**src/inc/sdlc_pkg.sv**
```systemverilog
// constants and types of the serial converter load control block
// assumes one 40 MHz system clock samples every pin of the serial link
package sdlc_pkg;

  localparam int unsigned WORD_W       = 16;
  localparam int unsigned FIFO_DEPTH   = 16;
  localparam int unsigned CNT_W        = 5;
  localparam logic [CNT_W-1:0] FRAME_BITS = 5'h10;
  localparam logic [WORD_W-1:0] MIDSCALE  = 16'h8000;

  // timing of the link seen from the system clock
  localparam int unsigned SYS_CLK_HZ   = 40_000_000;
  localparam int unsigned SCLK_MAX_HZ  = 8_000_000;
  localparam int unsigned SCLK_MIN_CYC = (SYS_CLK_HZ + SCLK_MAX_HZ - 1) / SCLK_MAX_HZ;

  // one completed frame with its converter load request
  typedef struct packed {
    logic              load;
    logic [WORD_W-1:0] code;
  } sdlc_word_t;

  // pins after synchronisation, active-low ones kept as on the pins
  typedef struct packed {
    logic frame_n;
    logic sclk;
    logic serial_in;
    logic load_converter_n;
    logic clear_output_n;
    logic power_down_n;
  } sdlc_pins_t;

  localparam int unsigned PIN_W = $bits(sdlc_pins_t);
  localparam logic [PIN_W-1:0] PIN_IDLE = 6'h3f;

  typedef enum logic [1:0] {
    SDLC_IDLE,
    SDLC_SHIFT,
    SDLC_PUSH
  } sdlc_state_t;

endpackage

```
**src/design/sdlc_pin_sync.sv**
```systemverilog
// three-flop synchroniser for a group of asynchronous pins
// assumes pins come from outside the CLK_SYS domain
`timescale 1ns/1ps
`default_nettype none
module sdlc_pin_sync #(
  parameter int unsigned      W       = 1,
  parameter logic [W-1:0]     RST_VAL = '1
) (
  input  wire logic         clk,
  input  wire logic         rst,
  input  wire logic [W-1:0] pin,
  output logic      [W-1:0] level
);

  logic [W-1:0] ff1_q, ff2_q, ff3_q, level_q;
  logic [W-1:0] level_d;

  // a change counts once stages two and three agree
  always_comb begin
    level_d = level_q;
    for (int i = 0; i < int'(W); i++) begin
      if (ff2_q[i] == ff3_q[i]) begin
        level_d[i] = ff3_q[i];
      end
    end
  end

  always_ff @(posedge clk) begin
    if (rst) begin
      ff1_q   <= RST_VAL;
      ff2_q   <= RST_VAL;
      ff3_q   <= RST_VAL;
      level_q <= RST_VAL;
    end else begin
      ff1_q   <= pin;
      ff2_q   <= ff1_q;
      ff3_q   <= ff2_q;
      level_q <= level_d;
    end
  end

  assign level = level_q;

endmodule
`default_nettype wire

```
**src/design/sdlc_fifo.sv**
```systemverilog
// synchronous fifo with valid/ready on both sides
// assumes one clock and a synchronous active-high reset
`timescale 1ns/1ps
`default_nettype none
module sdlc_fifo #(
  parameter int unsigned W     = 17,
  parameter int unsigned DEPTH = 16
) (
  input  wire logic         clk,
  input  wire logic         rst,
  input  wire logic         in_valid,
  output logic              in_ready,
  input  wire logic [W-1:0] in_data,
  output logic              out_valid,
  input  wire logic         out_ready,
  output logic      [W-1:0] out_data
);

  localparam int unsigned AW = (DEPTH > 1) ? $clog2(DEPTH) : 1;

  logic [W-1:0]  mem [DEPTH];
  logic [AW-1:0] wr_q, wr_d, rd_q, rd_d;
  logic [AW:0]   cnt_q, cnt_d;
  logic          push, pop;

  function automatic logic [AW-1:0] bump(input logic [AW-1:0] p);
    bump = (p == AW'(DEPTH - 1)) ? '0 : p + 1'b1;
  endfunction

  always_comb begin
    push  = in_valid && in_ready;
    pop   = out_valid && out_ready;
    wr_d  = push ? bump(wr_q) : wr_q;
    rd_d  = pop ? bump(rd_q) : rd_q;
    cnt_d = cnt_q + (AW+1)'(push) - (AW+1)'(pop);
  end

  always_ff @(posedge clk) begin
    if (rst) begin
      wr_q  <= '0;
      rd_q  <= '0;
      cnt_q <= '0;
    end else begin
      wr_q  <= wr_d;
      rd_q  <= rd_d;
      cnt_q <= cnt_d;
    end
  end

  always_ff @(posedge clk) begin
    if (push) begin
      mem[wr_q] <= in_data;
    end
  end

  assign in_ready  = (cnt_q != (AW+1)'(DEPTH));
  assign out_valid = (cnt_q != '0);
  assign out_data  = mem[rd_q];

endmodule
`default_nettype wire

```
**src/design/sdlc_top.sv**
```systemverilog
// digital control of a 16-bit serial-input converter: shift, load, clear, power-down
// assumes the link pins are asynchronous to CLK_SYS and sampled here at 40 MHz
`timescale 1ns/1ps
`default_nettype none
module sdlc_top #(
  parameter int unsigned FIFO_DEPTH = sdlc_pkg::FIFO_DEPTH
) (
  input  wire logic        CLK_SYS,
  input  wire logic        SYS_RST,
  input  wire logic        FRAME_N,
  input  wire logic        SCLK,
  input  wire logic        SERIAL_IN,
  input  wire logic        LOAD_CONVERTER_N,
  input  wire logic        CLEAR_OUTPUT_N,
  input  wire logic        POWER_DOWN_N,
  output logic      [15:0] DAC_CODE,
  output logic             OUTPUT_CLEARED,
  output logic             POWERED_DOWN,
  output logic             FRONT_END_ON,
  output logic             SERIAL_OUT_OD_O,
  output logic             SERIAL_OUT_OD_OE_N
);

  sdlc_pkg::sdlc_pins_t  s, prev_q;
  logic [sdlc_pkg::PIN_W-1:0] pin_level;

  // the 40 MHz sampling resolves every edge of a clock up to 8 MHz
  sdlc_pin_sync #(
    .W       (sdlc_pkg::PIN_W),
    .RST_VAL (sdlc_pkg::PIN_IDLE)
  ) u_sync (
    .clk   (CLK_SYS),
    .rst   (SYS_RST),
    .pin   ({FRAME_N, SCLK, SERIAL_IN, LOAD_CONVERTER_N, CLEAR_OUTPUT_N, POWER_DOWN_N}),
    .level (pin_level)
  );

  assign s = sdlc_pins_t_cast(pin_level);

  function automatic sdlc_pkg::sdlc_pins_t sdlc_pins_t_cast(input logic [sdlc_pkg::PIN_W-1:0] v);
    sdlc_pins_t_cast = v;
  endfunction

  function automatic logic fell(input logic was, input logic now);
    fell = was && !now;
  endfunction

  always_ff @(posedge CLK_SYS) begin
    if (SYS_RST) begin
      prev_q <= sdlc_pkg::PIN_IDLE;
    end else begin
      prev_q <= s;
    end
  end

  logic sclk_fall, load_fall, clear_fall;

  always_comb begin
    sclk_fall  = fell(prev_q.sclk, s.sclk);
    load_fall  = fell(prev_q.load_converter_n, s.load_converter_n);
    clear_fall = fell(prev_q.clear_output_n, s.clear_output_n);
  end

  // ---- serial frame capture
  sdlc_pkg::sdlc_state_t           state_q, state_d;
  logic [sdlc_pkg::WORD_W-1:0]     sr_q, sr_d;
  logic [sdlc_pkg::CNT_W-1:0]      cnt_q, cnt_d;
  sdlc_pkg::sdlc_word_t            word_q, word_d;
  logic                            fifo_in_ready;

  always_comb begin
    state_d = state_q;
    sr_d    = sr_q;
    cnt_d   = cnt_q;
    word_d  = word_q;
    unique case (state_q)
      sdlc_pkg::SDLC_IDLE: begin
        // serial clock and data are ignored until frame select falls
        if (!s.frame_n) begin
          state_d = sdlc_pkg::SDLC_SHIFT;
          cnt_d   = '0;
        end
      end
      sdlc_pkg::SDLC_SHIFT: begin
        if (s.frame_n) begin
          if (cnt_q == sdlc_pkg::FRAME_BITS) begin
            word_d.code = sr_q;
            word_d.load = !s.load_converter_n;
            state_d     = sdlc_pkg::SDLC_PUSH;
          end else begin
            state_d = sdlc_pkg::SDLC_IDLE;
          end
        end else if (sclk_fall) begin
          sr_d = {sr_q[sdlc_pkg::WORD_W-2:0], s.serial_in};
          if (cnt_q != sdlc_pkg::FRAME_BITS) begin
            cnt_d = cnt_q + 1'b1;
          end
        end
      end
      sdlc_pkg::SDLC_PUSH: begin
        if (fifo_in_ready) begin
          state_d = sdlc_pkg::SDLC_IDLE;
        end
      end
    endcase
  end

  always_ff @(posedge CLK_SYS) begin
    if (SYS_RST) begin
      state_q <= sdlc_pkg::SDLC_IDLE;
      sr_q    <= sdlc_pkg::MIDSCALE;
      cnt_q   <= '0;
      word_q  <= '0;
    end else begin
      state_q <= state_d;
      sr_q    <= sr_d;
      cnt_q   <= cnt_d;
      word_q  <= word_d;
    end
  end

  // ---- completed frames queue for the input register
  sdlc_pkg::sdlc_word_t fifo_out;
  logic                 fifo_out_valid, fifo_out_ready;

  sdlc_fifo #(
    .W     ($bits(sdlc_pkg::sdlc_word_t)),
    .DEPTH (FIFO_DEPTH)
  ) u_fifo (
    .clk       (CLK_SYS),
    .rst       (SYS_RST),
    .in_valid  (state_q == sdlc_pkg::SDLC_PUSH),
    .in_ready  (fifo_in_ready),
    .in_data   (word_q),
    .out_valid (fifo_out_valid),
    .out_ready (fifo_out_ready),
    .out_data  (fifo_out)
  );

  // input side frozen in power-down, frames wait in the queue
  assign fifo_out_ready = s.power_down_n;

  // ---- input, converter and output registers
  logic [sdlc_pkg::WORD_W-1:0] in_q, in_d, conv_q, conv_d, dac_q, dac_d;
  logic cleared_q, cleared_d, pd_q, pd_d, fe_q, fe_d, oe_n_q, oe_n_d;
  logic pop, async_ld;

  always_comb begin
    pop      = fifo_out_valid && fifo_out_ready;
    async_ld = load_fall && s.frame_n;
    in_d      = in_q;
    conv_d    = conv_q;
    cleared_d = cleared_q;
    if (pop) begin
      in_d = fifo_out.code;
      if (fifo_out.load) begin
        conv_d    = fifo_out.code;
        cleared_d = 1'b0;
      end
    end else if (async_ld) begin
      conv_d    = in_q;
      cleared_d = 1'b0;
    end
    if (clear_fall) begin
      cleared_d = 1'b1;
    end
    // straight binary passes through, midscale is the zero output
    dac_d  = cleared_d ? sdlc_pkg::MIDSCALE : conv_d;
    pd_d   = !s.power_down_n;
    fe_d   = !s.frame_n;
    oe_n_d = sr_d[sdlc_pkg::WORD_W-1];
  end

  always_ff @(posedge CLK_SYS) begin
    if (SYS_RST) begin
      in_q      <= sdlc_pkg::MIDSCALE;
      conv_q    <= sdlc_pkg::MIDSCALE;
      dac_q     <= sdlc_pkg::MIDSCALE;
      cleared_q <= 1'b0;
      pd_q      <= 1'b0;
      fe_q      <= 1'b0;
      oe_n_q    <= sdlc_pkg::MIDSCALE[sdlc_pkg::WORD_W-1];
    end else begin
      in_q      <= in_d;
      conv_q    <= conv_d;
      dac_q     <= dac_d;
      cleared_q <= cleared_d;
      pd_q      <= pd_d;
      fe_q      <= fe_d;
      oe_n_q    <= oe_n_d;
    end
  end

  // open-drain: only ever drives low, pull-up makes the one
  logic od_o_q;
  always_ff @(posedge CLK_SYS) begin
    od_o_q <= 1'b0;
  end

  assign DAC_CODE           = dac_q;
  assign OUTPUT_CLEARED     = cleared_q;
  assign POWERED_DOWN       = pd_q;
  assign FRONT_END_ON       = fe_q;
  assign SERIAL_OUT_OD_O    = od_o_q;
  assign SERIAL_OUT_OD_OE_N = oe_n_q;
endmodule
`default_nettype wire

```
**config.mk**
```make
export PLATFORM = sky130hd
export DESIGN_NAME = sdlc_top
export DESIGN_NICKNAME = d
export VERILOG_FILES = /design/src/inc/sdlc_pkg.sv /design/src/design/sdlc_pin_sync.sv /design/src/design/sdlc_fifo.sv /design/src/design/sdlc_top.sv
export SDC_FILE = /design/constraint.sdc
export NUM_CORES = 1
export LEC_CHECK = 0
export BUFFER_PORTS_ARGS = -buffer_cell sky130_fd_sc_hd__buf_4
export CORE_MARGIN = 5
export CORE_UTILIZATION = 35
export DETAILED_ROUTE_END_ITERATION = 12
export HOLD_SLACK_MARGIN = 0.02
export PLACE_DENSITY = 0.61
export SLEW_MARGIN = 20
export SYNTH_ARGS = -nofsm -noshare
export SYNTH_HDL_FRONTEND = slang
export SYNTH_SLANG_ARGS = --single-unit
export TNS_END_PERCENT = 1
```
**constraint.sdc**
```tcl
create_clock -name CLK_SYS -period 3.8 [get_ports CLK_SYS]
set_input_delay 0.38 -clock CLK_SYS [delete_from_list [all_inputs] [get_ports CLK_SYS]]
set_output_delay 0.38 -clock CLK_SYS [all_outputs]
set_load 0.02 [all_outputs]
```
# Word level (Yosys, flattened, before mapping)

Memories as Yosys holds them, arrays and structs flattened. A register that Yosys moved wholly into a read port is not among the register bits.
Cells that the tools add are included.

Add/sub/neg operators: 5
Equality and inequality tests: 19
Multiplexer cells: 23
Bitwise logic cells: 1
Reduce and logical (&&, ||, !) cells: 19

Operator list:

| operator                                                              | number |
|---|---|
| 16-bit 2-to-1 mux                                                     | 3 |
| 5-bit 2-to-1 mux                                                      | 4 |
| 4-bit 2-to-1 mux                                                      | 4 |
| 2-bit inequality test, second input constant                          | 5 |
| 5-bit inequality test, second input constant                          | 2 |
| 5-bit one-hot mux with 2 select lines                                 | 1 |
| 3-bit AND reduction                                                   | 3 |
| 4-bit by 1-bit adder with 4-bit output, second input constant         | 2 |
| 4-bit equality test, second input constant                            | 2 |
| 2-bit 2-to-1 mux                                                      | 4 |
| 1-bit equality test                                                   | 6 |
| 1-bit logical AND                                                     | 6 |
| 1-bit 2-to-1 mux                                                      | 6 |
| 2-bit one-hot mux with 3 select lines                                 | 1 |
| 5-bit by 1-bit adder with 5-bit output                                | 1 |
| 5-bit by 1-bit adder with 5-bit output, second input constant         | 1 |
| 5-bit equality test, second input constant                            | 1 |
| 1-bit logical NOT                                                     | 5 |
| 5-bit AND reduction                                                   | 1 |
| 5-bit nonzero test                                                    | 1 |
| 5-bit by 1-bit subtractor with 5-bit output                           | 1 |
| 2-bit by 1-bit equality test with 1-bit output, second input constant | 1 |
| 2-bit equality test, second input constant                            | 1 |
| 2-bit logical NOT                                                     | 1 |
| other kinds (4)                                                       | 4 |

Bits in registers: 131
Bits in writable memories: 272
Input port bits: 8
Output and inout bits: 21
Word-level logic and storage cells: 95
Memories kept: 1

Memories:

| name       | words | width | read ports | clocked after memory_dff | wr ports | line            | RTL |
|---|---|---|---|---|---|---|---|
| u_fifo.mem | 16    | 17    | 1          | 1                        | 1        | sdlc_fifo.sv:21 | `logic [W-1:0] mem [DEPTH];` |

# Logic depth before layout (Yosys ltp)

Gate-level depths: netlist of run 1.

Depth after elaboration: 7
Depth in mapped cells: 16
Gate-level depth less buffers: 14

# Hierarchy

From an unflattened synthesis of run 1, not the netlist that was laid out.

Cell total of the unflattened synthesis: 1018
Area total of the unflattened synthesis: 15528.6 um^2

Modules (own cells, without submodules):

| module        | times used | cells an instance | area each (um^2) | sequential area each (um^2) |
|---|---|---|---|---|
| sdlc_fifo     | 1          | 525               | 11158.2          | 8508.2 |
| sdlc_top      | 1          | 431               | 3657.3           | 1881.8 |
| sdlc_pin_sync | 1          | 62                | 713.2            | 480.5 |

# Worst setup path after synthesis of run 1

No wires, ideal clock.

Path type: reg-to-reg
Start point: reg u_fifo.cnt_q[3]
End point: reg u_fifo.cnt_q[4]
Library setup time: 0.128 ns
Data arrival time: 2.948 ns
Required time: 3.672 ns
Slack: 0.724 ns
Stages on the path, launching flop included: 17
Buffers on the path: 2
Clock period less this slack: 3.076 ns
Cells stage by stage: dfxtp_1 -> inv_1 -> ha_1 -> or4b_4 -> nand2_1 -> inv_2 -> clkbuf_1 -> clkbuf_1 -> ha_1 -> inv_1 -> ha_1 -> fa_1 -> a21oi_1 -> nor2_1 -> nor2_1 -> xnor2_1 -> nor2_1

Word-level cells in the longest chain between the ends: 4
Elaborated cells on any way between the ends: 6
Classes of those cells: 2 x add/sub; 1 x eq/ne; 3 x reduce/logical

Ends and longest elaborated chain:

| element                                       | line            | RTL |
|---|---|---|
| start, declared                               | sdlc_fifo.sv:23 | `logic [AW:0] cnt_q, cnt_d;` |
| start signal, assigned                        | sdlc_fifo.sv:46 | `cnt_q <= cnt_d;` |
| 5-bit inequality test                         | sdlc_fifo.sv:56 | `assign in_ready = (cnt_q != (AW+1)'(DEPTH));` |
| 1-bit logical AND                             | sdlc_fifo.sv:31 | `push = in_valid && in_ready;` |
| 5-bit by 1-bit adder with 5-bit output        | sdlc_fifo.sv:35 | `cnt_d = cnt_q + (AW+1)'(push) - (AW+1)'(pop);` |
| 5-bit by 1-bit subtractor with 5-bit output * | sdlc_fifo.sv:35 |  |

Mark *: on every way between the ends. The rest lies on a longest branch, timed or not.
A chain may end at the register's enable or synchronous reset.

# Final worst setup path of run 1

Same ends and word-level chain as after synthesis.

==> results of run 1 <==
cells in the final DEF (no fill, tap or decap), types with 8 or more instances in the layout:
| cell type | netlist | layout |
|---|---|---|
| or2_2 | 21 | 21 |
| inv_1 | 14 | 14 |
| a31oi_1 | 31 | 31 |
| buf_4 | 1 | 56 |
| a22oi_1 | 33 | 33 |
| edfxtp_1 | 272 | 272 |
| ha_1 | 16 | 16 |
| clkinv_1 | 0 | 8 |
| mux4_2 | 64 | 64 |
| nand2_1 | 139 | 139 |
| clkbuf_16 | 0 | 42 |
| nor2_1 | 46 | 34 |
| nor2_2 | 0 | 12 |
| o21ai_0 | 15 | 15 |
| a21oi_1 | 60 | 60 |
| dfxtp_1 | 135 | 133 |
| nand4_1 | 17 | 17 |
critical path, delay by kind of cell (launching register included):
family | cells | cell delay, ns
adders and majority gates | 4 | 1.05
xor gates and xnor gates | 1 | 0.12
and+or+nand+nor | 5 | 0.81
DFF | 1 | 0.31
buffers and inverters | 3 | 0.16
AOI/OAI and AO/OA | 1 | 0.15
how the worst max path moves through the flow:
stage                          startpoint         endpoint  depth (start not counted)
after detailed placement  u_fifo.cnt_q[3]  u_fifo.cnt_q[4]                         14
after global routing      u_fifo.cnt_q[3]  u_fifo.cnt_q[4]                         14
after floorplan           u_fifo.cnt_q[3]  u_fifo.cnt_q[4]                         16
final                     u_fifo.cnt_q[3]  u_fifo.cnt_q[4]                         14
after CTS                 u_fifo.cnt_q[3]  u_fifo.cnt_q[4]                         14
after global placement    u_fifo.cnt_q[3]  u_fifo.cnt_q[4]                         14
registers in the layout (all words and copies together), names as in the netlist, 2 cells and up, named ones only:
signal	flops
u_fifo.rd_q	4
u_sync.ff2_q	6
u_sync.ff1_q	6
word_q	17
u_fifo.cnt_q	5
u_fifo.wr_q	4
sr_q	16
u_sync.level	6
cnt_q	5
DAC_CODE	16
prev_q	3
conv_q	16
in_q	16
u_fifo.mem	272
state_q	2
u_sync.ff3_q	6
layer usage:
| layer | global-route usage | wire length, um |
|---|---|---|
| met4 | 0.03224 | 576 |
| met1 | 0.1794 | 14040 |
| met2 | 0.2248 | 15760 |
| met3 | 0.02111 | 1393 |
| met5 | 0 | 0 |
area by class of cell:
cell class | count | area [sq um]
clock buffer | 51 | 1099
inverter | 15 | 56.30
timing repair buffer | 62 | 510.5
fill | 3982 | 25500
tap | 585 | 732.0
multi-input combinational | 529 | 4167
clock inverter | 23 | 230.2
sequential | 407 | 10880
cell families (layout without fill, tap and decap cells):
group / after synthesis / after routing / synth area share
mux: 74 / 74 / 0.1014
compound gates: 163 / 163 / 0.06755
fa+ha+maj: 17 / 17 / 0.01439
other cells: 1 / 1 / 0.0002451
flops: 407 / 407 / 0.7105
xor+xnor: 10 / 10 / 0.005724
buf+inv: 75 / 151 / 0.02085
simple gates: 264 / 264 / 0.07933
where the power goes:
group	leakage, uW	switching [uW]	internal (uW)
Combinational	0.00156	1120	999
Clock	0.000639	1600	2330
Sequential	0.00362	223	4970
metrics by stage:
step                      hold slack, ns  cells  total power (uW)  utilization
after floorplan                   0.3895   1011              6799            -
after global placement            0.3936   1595              7419       0.3778
after detailed placement          0.3923   1595              7449       0.3778
after CTS                        0.02187   1672             11400       0.4093
after global routing             0.02878   1672             11790       0.4093
final                            0.04547   1672             11250       0.4093
what timing repair did:
item                       CTS  global route
hold endpoints to repair     3             0
setup endpoints to repair    0             0
hold buffers                 3             0
==> impl_metrics.toml, run 1 <==
[status]
status = "finished, final reports clean"

[clock_network]
htree_levels = 2
cts_sinks = 407
clk_latency_ns = 0.52
clk_pin_slew_ns = 0.06
cts-resized-gates = 0
cts_made_buffers = 40
post_cts_buffers = 0
cts-root-buf = "clkbuf_16"
clockBufferDepth = 3
cts_tree = "yes"

[synthesis]
synth_nets = 1036
synthCells = 1011
syn_area_per_cell_sq_um = 15.13
synthArstFlopShare = 0
ys_seq_elements = 407
yosys_warnings = 0
synth_cell_types = 60
ys_top_cells_by_count = "edfxtp_1 (272), nand2_1 (139), dfxtp_1 (135), mux4_2 (64), a21oi_1 (60)"
synth_area_sq_um = 15300
synthTopCellsByArea = "edfxtp_1 (53%), dfxtp_1 (18%), mux4_2 (9.4%)"
synth_top_area_frac = 0.5339
synth.most_common_cell = "edfxtp_1"
ys_seq_area_frac = 0.7105
yosysTopAreaCell = "edfxtp_1"
synth-edff-count = 272
synth_ff_type = "edfxtp_1"

[placed_design]
placed_area_sq_um = 16310
pre_cts_slack_ns = 1.027
port_buffers = 27
place_congestion = 0.7444
dp_hpwl_um = 18930

[cells_and_area]
synthToLayoutAreaGrowth_pct = 15.49
design_area_sq_um = 17670
antenna_cells = 0
nets = 1080
drive_gt1_frac = 0.2153

[sta]
post-route-period-util = 0.7228
period_needed_ns = 2.746
relSlewSlack = 0.3499
clock.fmax_ghz = 0.3641
drv_slew = 0
setup_viol = 0
tns_ns = 0
tightest_slew_ns = 0.9751
hold_viol_final = 0
finalClockSkew_ns = 0.01876
fin_ws_ns = 1.054
rsz0062_at_grt = "false"

[drt]
drc = 0
wire_per_inst_um = 19.00
wl_um = 31770
vias = 8319
postRouteAntennaNets = 0
first_iter_violations = 664
dr.pass1.iters = 5
routed_via_density = 4.975

[global_route]
overflow = 0
grt.total_usage = 0.1323
antenna_found_initial = 0
grt_pass1_wl_um = 49310
grt_pass1_vias = 8446
grt_max_degree = 94

[setup_path]
ff2ff_path_depth = 14
cp-end-kind = "flip-flop"
crit_type = "flip-flop to flip-flop"
slowest_delay_ns = 0.48
path_cells = "inv_1, ha_1, or4b_4, nand2_1, inv_2, ha_1, inv_1, ha_1, fa_1, a21oi_1, nor2_1, nor2_1, xnor2_1, nor2_1"
r2r_slack_ns = 1.05
worst_setup_path_start_kind = "flip-flop"
crit_arrival_ns = 3.12
r2r-end = "u_fifo.cnt_q[4]"
cp_max_fo = 2
cp_slowest_cell = "or4b_4"
r2r-start = "u_fifo.cnt_q[3]"
cp.required_ns = 4.18

[flow_run]
drv_cap = 0

[floorplanning]
die_h_um = 219.1
ioPinCount = 29
die_w_um = 219.1
num_rows = 76
dieArea_sq_um = 47990
core-area_sq_um = 43170
start_util = 0.3544

[worst_hold_path]
hold_class = "input port to flip-flop"
min_to = "u_sync.ff1_q[4]"
worstHoldStart = "SCLK"
min_path_cells = 2

[power_and_ir_drop]
leakage_uw = 0.005827
powerDensity_nw_per_um2 = 636.8
ir_drop_v = 0.0003219
No activity file was read; power rests on OpenSTA's default activity.
==> run 2: changes to the inputs <==
--- a/config.mk
+++ b/config.mk
@@ -5,12 +5,13 @@
 export SDC_FILE = /design/constraint.sdc
 export NUM_CORES = 1
 export LEC_CHECK = 0
+export ABC_AREA = 1
 export BUFFER_PORTS_ARGS = -buffer_cell sky130_fd_sc_hd__buf_4
 export CORE_MARGIN = 5
 export CORE_UTILIZATION = 35
 export DETAILED_ROUTE_END_ITERATION = 12
 export HOLD_SLACK_MARGIN = 0.02
-export PLACE_DENSITY = 0.61
+export PLACE_DENSITY = 0.6
 export SLEW_MARGIN = 20
 export SYNTH_ARGS = -nofsm -noshare
 export SYNTH_HDL_FRONTEND = slang
==> constraint.sdc (replaced) <==
create_clock -name CLK_SYS -period 2.8 [get_ports CLK_SYS]
set_input_delay 0.28 -clock CLK_SYS [delete_from_list [all_inputs] [get_ports CLK_SYS]]
set_output_delay 0.28 -clock CLK_SYS [all_outputs]
set_load 0.02 [all_outputs]
==> impl_metrics.toml, run 2 <==
[status]
status = "finished, final reports clean"

[floorplanning]
dieArea_sq_um = 51610
core-area_sq_um = 46560
die_w_um = 227.2
ioPinCount = 29
num_rows = 79
die_h_um = 227.2
start_util = 0.3546

[sta]
clock.fmax_ghz = 0.4381
relSlewSlack = 0.5062
hold_viol_final = 0
drv_slew = 0
setup_viol = 0
rsz0062_at_grt = "false"
period_needed_ns = 2.283
tightest_slew_ns = 0.7397
post-route-period-util = 0.8153
finalClockSkew_ns = 0.01697
tns_ns = 0

[worst_hold_path]
hold_class = "input port to flip-flop"
min_path_cells = 4

[drt]
dr.pass1.iters = 5
postRouteAntennaNets = 0
first_iter_violations = 905
vias = 11241
wl_um = 38040
routed_via_density = 4.783
drc = 0
wire_per_inst_um = 16.19

[cells_and_area]
nets = 1736
antenna_cells = 0
drive_gt1_frac = 0.1142
synthToLayoutAreaGrowth_pct = 14.36
largest_reg_flops = 272
reg_top3 = "u_fifo.mem: 272 flops, word_q: 17 flops"
design_area_sq_um = 18880
final_cell_mix = "nand2_1 (456), edfxtp_1 (272), nor2_1 (194)"
mostFrequentLayoutCell = "nand2_1"
regMostFlops = "u_fifo.mem"
fin_util = 0.4055
stdcell_count = 2350

[setup_path]
crit_arrival_ns = 2.75
cp.required_ns = 3.27
ff2ff_path_depth = 11
cp_max_fo = 111
cp-end-kind = "flip-flop"
worst_setup_path_start_kind = "flip-flop"
crit_type = "flip-flop to flip-flop"

[power_and_ir_drop]
ir_drop_v = 0.0006650
leakage_uw = 0.007716
powerDensity_nw_per_um2 = 893.1
power_uw = 16860

[synthesis]
synthTopCellsByArea = "edfxtp_1 (49%), dfxtp_1 (16%), nand2_1 (10%)"
synth_top_area_frac = 0.4948
synth.most_common_cell = "nand2_1"
ys_seq_elements = 407
synthCells = 1671
ys_seq_area_frac = 0.6585
synth_area_sq_um = 16510
synth_nets = 1696
synth-edff-count = 272
synth_ff_type = "edfxtp_1"
syn_area_per_cell_sq_um = 9.879
synth_cell_types = 39
synthArstFlopShare = 0
ys_top_cells_by_count = "nand2_1 (456), edfxtp_1 (272), nor2_1 (209), nand3_1 (186), dfxtp_1 (135)"
yosys_warnings = 0
yosysTopAreaCell = "edfxtp_1"

[placed_design]
port_buffers = 27
placed_cells = 2267
dp_hpwl_um = 22260
placed_area_sq_um = 17490
place_congestion = 0.7769

[global_route]
grt_max_degree = 112
grt.total_usage = 0.1480
overflow = 0
grt_pass1_wl_um = 60460
antenna_found_initial = 0
grt_pass1_vias = 10947

[clock_network]
cts_sinks = 407
cts_made_buffers = 43
hold_buffers = 6
cts-resized-gates = 0
clk_latency_ns = 0.54
clk_pin_slew_ns = 0.06
clockBufferDepth = 3
cts_tree = "yes"
cts-root-buf = "clkbuf_16"
htree_levels = 2
post_cts_buffers = 0

[flow_run]
drv_cap = 0
==> run 2: cell types whose count changed after synthesis, sizes merged, moves of 12 or more <==
cell / delta
nand3: +187
clkbuf: -13
a22oi: -32
mux4: -64
a21oi: -44
a31oi: -31
nand4: -12
nor2: +173
nand2: +320
inv: +120
buf: +37
o21ai: +71
==> run 2: area by class of cell <==
class | count | area (sq um)
timing repair buffer | 79 | 658.1
fill | 4391 | 27680
clock buffer | 63 | 1255
tap | 607 | 759.5
multi-input combinational | 1044 | 4743
inverter | 136 | 513.0
sequential | 407 | 10870
clock inverter | 14 | 73.82
==> run 2: metrics by stage <==
step | hold slack, ns | worst slack (ns)
2_1_floorplan | 0.3838 | 0.1529
3_3_place_gp | 0.3935 | 0.5411
3_5_place_dp | 0.3952 | 0.5350
4_1_cts | 0.1591 | 0.5135
5_1_grt | 0.1930 | 0.2844
6_report | 0.1797 | 0.5172
==> run 2: worst max-delay path, stage by stage, from the launching register on <==
cell and delay, ns:
dfxtp_4 0.37, buf_12 0.41, nand2_1 0.10, nand2_1 0.09, nand2_1 0.06, nand3_2 0.08, nand3_4 0.22, nand2_4 0.29
nand2_2 0.09, nand2_4 0.09, nand3_4 0.20, nor2_1 0.17
==> run 2: metal layers <==
metal / track usage / share of wire / vias up
met1: 0.1954 / 0.44 / 5373
met2: 0.2524 / 0.49 / 232
met5: 0 / 0 / -
met4: 0.05015 / 0.030 / 0
met3: 0.02037 / 0.044 / 66
li1: - / - / 5570
==> run 2: cells by family (layout without fill, tap and decap cells) <==
logic type,after synthesis,count (layout),synth area share
AND/OR/NAND/NOR,903,903,0.2306
flip-flops,407,407,0.6585
buffers and inverters,220,292,0.05670
AO/OA/AOI/OAI,117,117,0.03729
adder cells (fa/ha/maj),19,19,0.01455
XOR/XNOR,4,4,0.002123
other,1,1,0.0002272
==> run 2: path summary, 6_finish.rpt <==
check / start / to / slack (ns)
max reg2reg: flip-flop / DAC_CODE[4] / 0.52
min reg2reg: u_sync.ff1_q[4] / u_sync.ff2_q[4] / 0.41
max: flip-flop / DAC_CODE[4] / 0.52
min: SYS_RST / u_fifo.rd_q[2] / 0.18
==> run 2: report_power, final <==
| part | leakage (uW) | total (uW) | switching [uW] | internal, uW |
|---|---|---|---|---|
| Sequential | 0.00363 | 6970 | 203 | 6770 |
| Clock | 0.000663 | 5330 | 2220 | 3100 |
| Combinational | 0.00343 | 4560 | 3070 | 1490 |
| Total | 0.00772 | 16900 | 5500 | 11400 |
